==> config.mk <==
export PLATFORM = sky130hd
export DESIGN_NAME = step_attenuator_serial_control
export DESIGN_NICKNAME = d
export VERILOG_FILES = /design/src/design/step_atten_pkg.sv /design/src/design/step_attenuator_serial_control.sv
export SDC_FILE = /design/constraint.sdc
export NUM_CORES = 1
export LEC_CHECK = 0
export ABC_CLOCK_PERIOD_IN_PS = 2000
export BUFFER_PORTS_ARGS = -buffer_cell sky130_fd_sc_hd__buf_4
export CAP_MARGIN = 15
export CORE_MARGIN = 2
export CORE_UTILIZATION = 25
export CTS_CLUSTER_DIAMETER = 50
export CTS_CLUSTER_SIZE = 24
export DETAILED_ROUTE_END_ITERATION = 10
export SYNTH_ARGS = -nofsm -noshare
export SYNTH_HDL_FRONTEND = slang
export SYNTH_SLANG_ARGS = --single-unit
==> constraint.sdc <==
create_clock -name REF_CLK -period 2 [get_ports REF_CLK]
set_input_delay 0.3 -clock REF_CLK [delete_from_list [all_inputs] [get_ports REF_CLK]]
set_output_delay 0.3 -clock REF_CLK [all_outputs]
set_load 0.03 [all_outputs]
==> src/design/step_atten_pkg.sv <==
// Summary of operation
// - seven binary-weighted stages, bit 7 ignored
// - reset applies maximum attenuation, all seven set
// - register 0 write updates primary word
// - reset clears configuration, fast switch off
// - configuration bit 1 enables or disables feature
// - bit 0 zero selects preset on high pin
// - preset defaults maximum, replaced by register 2 write
// - enabled, bit 0 zero and pin high selects preset word
// - feature disabled, select pin has no effect
// - floating id pins give chip address 6
// - lsb first, data byte then address byte
// - address byte: id 2:0, reserved 3, register 7:4
// - latch strobe high compares, falling edge writes
// - chip id mismatch discards the frame
package step_atten_pkg;
   localparam int FRAME_BITS = 16;
   localparam int CNT_W = 5;
   localparam logic [3:0] REG_PRIMARY = 4'h0;
   localparam logic [3:0] REG_CONFIG = 4'h1;
   localparam logic [3:0] REG_PRESET = 4'h2;
   localparam logic [7:0] PRIMARY_RESET = 8'h7f;
   localparam logic [7:0] PRESET_RESET = 8'h7f;
   localparam logic [7:0] CONFIG_RESET = 8'h00;
   localparam int CFG_ENABLE_BIT = 1;
   localparam int CFG_POINTER_BIT = 0;
   localparam int ATTEN_MSB = 6;
   localparam int ADDR_REG_LSB = 12;
   localparam int ADDR_RSV_BIT = 11;
   localparam int ADDR_ID_LSB = 8;
   localparam logic [2:0] FLOAT_CHIP_ID = 3'h6;
endpackage : step_atten_pkg

==> src/design/step_attenuator_serial_control.sv <==
`timescale 1ns/1ps
module step_attenuator_serial_control
   import step_atten_pkg::*;
(
   // system
   input wire logic REF_CLK,
   input wire logic RESET,
   // serial port
   input wire logic SERIAL_CLK,
   input wire logic SERIAL_DATA,
   input wire logic LATCH_STROBE,
   // chip id pins and fast switch select
   input wire logic CHIP_ID_PIN_BIT0,
   input wire logic CHIP_ID_PIN_BIT1,
   input wire logic CHIP_ID_PIN_BIT2,
   input wire logic FAST_SWITCH_SELECT,
   // attenuator core stage controls
   output logic [6:0] STAGE_CONTROL
);
   // all pins but RESET are sampled on REF_CLK; the serial clock must stay below a quarter of it
   logic [5:0] s1_reg, s2_reg, s1_next, s2_next;
   logic sck_d_reg, latch_d_reg, sck_d_next, latch_d_next;
   logic [FRAME_BITS-1:0] shift_reg, shift_next;
   logic [CNT_W-1:0] cnt_reg, cnt_next;
   logic armed_reg, armed_next;
   logic [7:0] primary_reg, primary_next;
   logic [7:0] config_reg, config_next;
   logic [7:0] preset_reg, preset_next;
   logic [6:0] stage_reg, stage_next;
   logic sck, sdi, latch, sel;
   logic [2:0] chip_id;
   logic id_match, write_fire;

   // the first stage is read by nothing but the second, to keep metastability contained
   always_comb
   begin
      s1_next = {FAST_SWITCH_SELECT, CHIP_ID_PIN_BIT2, CHIP_ID_PIN_BIT1,
                 CHIP_ID_PIN_BIT0, LATCH_STROBE, SERIAL_CLK};
      s2_next = s1_reg;
      sck_d_next = s2_reg[0];
      latch_d_next = s2_reg[1];
   end

   always_ff @(posedge REF_CLK or posedge RESET)
   begin
      if (RESET)
      begin
         s1_reg <= 6'h00;
         s2_reg <= 6'h00;
         sck_d_reg <= 1'b0;
         latch_d_reg <= 1'b0;
      end
      else
      begin
         s1_reg <= s1_next;
         s2_reg <= s2_next;
         sck_d_reg <= sck_d_next;
         latch_d_reg <= latch_d_next;
      end
   end

   assign sck = s2_reg[0];
   assign latch = s2_reg[1];
   // id pins reflect the board; internal pulls give 6 when floating
   assign chip_id = s2_reg[4:2];
   assign sel = s2_reg[5];

   // data pin needs only to settle at serial clock edges, so a shift copy is taken
   logic sdi_s1_reg, sdi_s2_reg, sdi_s1_next, sdi_s2_next;
   always_comb
   begin
      sdi_s1_next = SERIAL_DATA;
      sdi_s2_next = sdi_s1_reg;
   end

   always_ff @(posedge REF_CLK or posedge RESET)
   begin
      if (RESET)
      begin
         sdi_s1_reg <= 1'b0;
         sdi_s2_reg <= 1'b0;
      end
      else
      begin
         sdi_s1_reg <= sdi_s1_next;
         sdi_s2_reg <= sdi_s2_next;
      end
   end
   assign sdi = sdi_s2_reg;

   // chip id and reserved bit
   assign id_match = (shift_reg[ADDR_ID_LSB +: 3] == chip_id) && !shift_reg[ADDR_RSV_BIT];
   assign write_fire = armed_reg && latch_d_reg && !latch;

   always_comb
   begin
      shift_next = shift_reg;
      cnt_next = cnt_reg;
      armed_next = armed_reg;
      primary_next = primary_reg;
      config_next = config_reg;
      preset_next = preset_reg;
      if (!latch && sck && !sck_d_reg)
      begin
         // lsb first: bits enter at the top, first bit ends at bit 0
         shift_next = {sdi, shift_reg[FRAME_BITS-1:1]};
         if (cnt_reg != CNT_W'(FRAME_BITS))
            cnt_next = cnt_reg + CNT_W'(1);
      end
      if (latch && !latch_d_reg)
         armed_next = (cnt_reg == CNT_W'(FRAME_BITS)) && id_match;
      if (write_fire)
      begin
         armed_next = 1'b0;
         cnt_next = '0;
         case (shift_reg[ADDR_REG_LSB +: 4])
            REG_PRIMARY: primary_next = shift_reg[7:0];
            REG_CONFIG: config_next = shift_reg[7:0];
            REG_PRESET: preset_next = shift_reg[7:0];
            default: ;
         endcase
      end
      else if (!latch && latch_d_reg)
         cnt_next = '0;
   end

   // stage word: bit 7 dropped, bits map to weighted cells
   always_comb
   begin
      if (config_reg[CFG_ENABLE_BIT] && !config_reg[CFG_POINTER_BIT] && sel)
         stage_next = preset_reg[ATTEN_MSB:0];
      else
         stage_next = primary_reg[ATTEN_MSB:0];
   end

   always_ff @(posedge REF_CLK or posedge RESET)
   begin
      if (RESET)
      begin
         shift_reg <= '0;
         cnt_reg <= '0;
         armed_reg <= 1'b0;
         primary_reg <= PRIMARY_RESET;
         config_reg <= CONFIG_RESET;
         preset_reg <= PRESET_RESET;
         stage_reg <= PRIMARY_RESET[ATTEN_MSB:0];
      end
      else
      begin
         shift_reg <= shift_next;
         cnt_reg <= cnt_next;
         armed_reg <= armed_next;
         primary_reg <= primary_next;
         config_reg <= config_next;
         preset_reg <= preset_next;
         stage_reg <= stage_next;
      end
   end

   assign STAGE_CONTROL = stage_reg;
endmodule : step_attenuator_serial_control

==> results.toml <==
[cts]
cts.sinks = 61
root_buffer = "clkbuf_8"
cts_made_buffers = 9
cts.path.max_buffers = 2
clk-insertion-delay-late_ns = 0.34
cts_setup_buffers = 0
htree_num_levels = 3
cts_tree = "yes"
cts_resized = 0
holdBufCountCts = 0
clkTransAtPathRegs_ns = 0.07

[worst_setup_path]
cp_cell_sequence = "nor3b_1, nor4b_4, mux2_2"
critPathCaptureType = "flip-flop"
cp_max_fo = 7
cpMaxStageDelayCell = "nor4b_4"
critPathTopFamily = "simple AND/OR/NAND/NOR gates"
r2r_cells = 3
max_stage_delay_ns = 0.52
required_ns = 2.27
start_kind = "flip-flop"
path_buf_inv = 0
crit_type = "flip-flop to flip-flop"
cp.depth = 3
cp.arrival_ns = 2.02

[routing]
vias = 1356
avgRoutedWirePerCell_um = 12.3
drtPass1Iterations = 4
via_per_inst = 4.21
wl_um = 3960
ant_nets = 0
drcViolationCount = 0
drtIter0Drc = 84

[finish]
syn2layout_area_growth_pct = 23.1
drive_gt1_frac = 0.393
stdcell_area_um2 = 2840
largest_register_ff_count = 16
nFillCells = 904
finalNetCount = 217
diodes = 0

[logic_synthesis]
synth.most_common_cell = "nand2_1"
synth_nets = 190
ys_warn_count = 0
synthesis.area_um2 = 2310
netlist-cell-type-count = 25
yosysTopAreaCell = "dfrtp_1"
syn_inst = 179
synth_edf_count = 0
async_flop_share = 1.00
yosys_register_bits = 61
synth_area_leaders = "dfrtp_1 43%, dfstp_2 24%, mux2_2 11%"
ys.flop_type = "dfrtp_1"
avgSynthCellArea_um2 = 12.9
ys_seq_area_frac = 0.672
synthDominantCellAreaShare = 0.433
synth_common_cells = "50 x nand2_1, 40 x dfrtp_1, 23 x mux2_2"

[placed_design]
portBuffers = 15
dpl-instance-area_um2 = 2600
dp_slack_ns = 0.268
place_congestion = 0.709
dp_hpwl_um = 2500

[sta]
fmax_mhz = 572
finalCriticalPeriod_ns = 1.75
fin_setup_tns_ns = 0
drv_slew = 0
worstMarginPinSlew_ns = 0.729
hold_viol_final = 0
setup_viol = 0
finalCritPeriodShare = 0.874
fin_ws_ns = 0.252
rsz0062_at_grt = "false"
skew_ns = 0.00876
relSlewSlack = 0.507

[floorplan]
die-width_um = 100
dieArea_um2 = 10000
core_um2 = 9110
ioPinCount = 16
std_cell_rows = 35
start_util = 0.254
die_h_um = 100

[power]
pwr_density_cell_nw_per_um2 = 988
worst_ir_drop_vdd_mv = 0.366
leakagePower_nw = 1.29

[min_path]
hold_path_class = "primary input to asynchronous set/reset pin"

[global_routing]
grt_max_degree = 62
grt_pass1_vias = 1381
grt_pass1_wl_um = 6780
grtUsageMet2 = 0.133
grt_usage = 0.0910
busiest_layer = "met2"
use_met1 = 0.111
gr-total-overflow = 0
antenna_found_initial = 0
met3_usage = 0.0265

[run_status]
status = "finished, final reports clean"

[run]
maxCapViolations = 0
## per-stage QoR
| stage | total power [mW] | hold slack (ns) | instances | util |
|---|---|---|---|---|
| floorplan | 1.45 | 0.331 | 179 | - |
| global placement | 1.49 | 0.332 | 306 | 0.285 |
| detailed placement | 1.50 | 0.336 | 306 | 0.285 |
| CTS | 2.85 | 0.0166 | 322 | 0.312 |
| global route | 2.94 | 0.0214 | 322 | 0.312 |
| finish | 2.81 | 0.0110 | 322 | 0.312 |
## logic make-up (layout without fill, tap and decap cells)
logic type | Yosys count | in the layout | synth area share
flip-flops | 61 | 61 | 0.672
XOR/XNOR | 3 | 3 | 0.0114
AO/OA/AOI/OAI | 11 | 11 | 0.0238
adder cells (fa/ha/maj) | 2 | 2 | 0.0108
AND/OR/NAND/NOR | 71 | 71 | 0.157
multiplexers | 23 | 23 | 0.112
buffers and inverters | 8 | 40 | 0.0130
## area by class of cell
type	instances	area, um^2	share of cell area
inverter	4	15.0	0.00528
sequential	61	1550	0.546
tap	111	139	0.0488
clock inverter	7	123	0.0431
timing repair buffer	20	163	0.0572
clock buffer	9	124	0.0436
multi-input combinational	110	728	0.256
## cell usage in the layout, fill, tap and decap left out, drive strengths merged, types with 3 or more instances in the layout
cell type / count
nand2: 50
dfrtp: 40
mux2: 23
dfstp: 21
buf: 20
clkbuf: 9
o21ai: 6
a21oi: 5
inv: 5
nand3: 4
or3: 3
bufinv: 3
## power breakdown
part / internal, mW / switching (mW) / total [mW]
sequential: 1.30 / 0.0556 / 1.35
clock: 0.833 / 0.498 / 1.33
combinational: 0.0569 / 0.0688 / 0.126
total: 2.19 / 0.623 / 2.81
## final timing paths
kind / from / end / slack [ns]
worst min register to register: s1_reg[0]$_DFF_PP0_ / s2_reg[0]$_DFF_PP0_ / 0.34
min in group REF_CLK: SERIAL_DATA / sdi_s1_reg$_DFF_PP0_ / 0.06
max in group asynchronous: RESET / preset_reg[4]$_DFFE_PP1P_ / 1.67
worst max register to register: shift_reg[14]$_DFFE_PP0P_ / primary_reg[2]$_DFFE_PP1P_ / 0.25
worst min-delay path: RESET / sdi_s1_reg$_DFF_PP0_ / 0.01
worst max-delay path: shift_reg[14]$_DFFE_PP0P_ / primary_reg[2]$_DFFE_PP1P_ / 0.25
## per-layer routing
layer | up-vias | part of all wire
li1 | 654 | -
met1 | 670 | 0.46
met2 | 22 | 0.47
met3 | 10 | 0.026
met4 | 0 | 0.040
met5 | - | 0
## tightest hold or removal path, cell delays in order
cell	delay [ns]
buf_4	0.11
inv_2	0.05
buf_12	0.28
(Power assumes the default switching activity.)
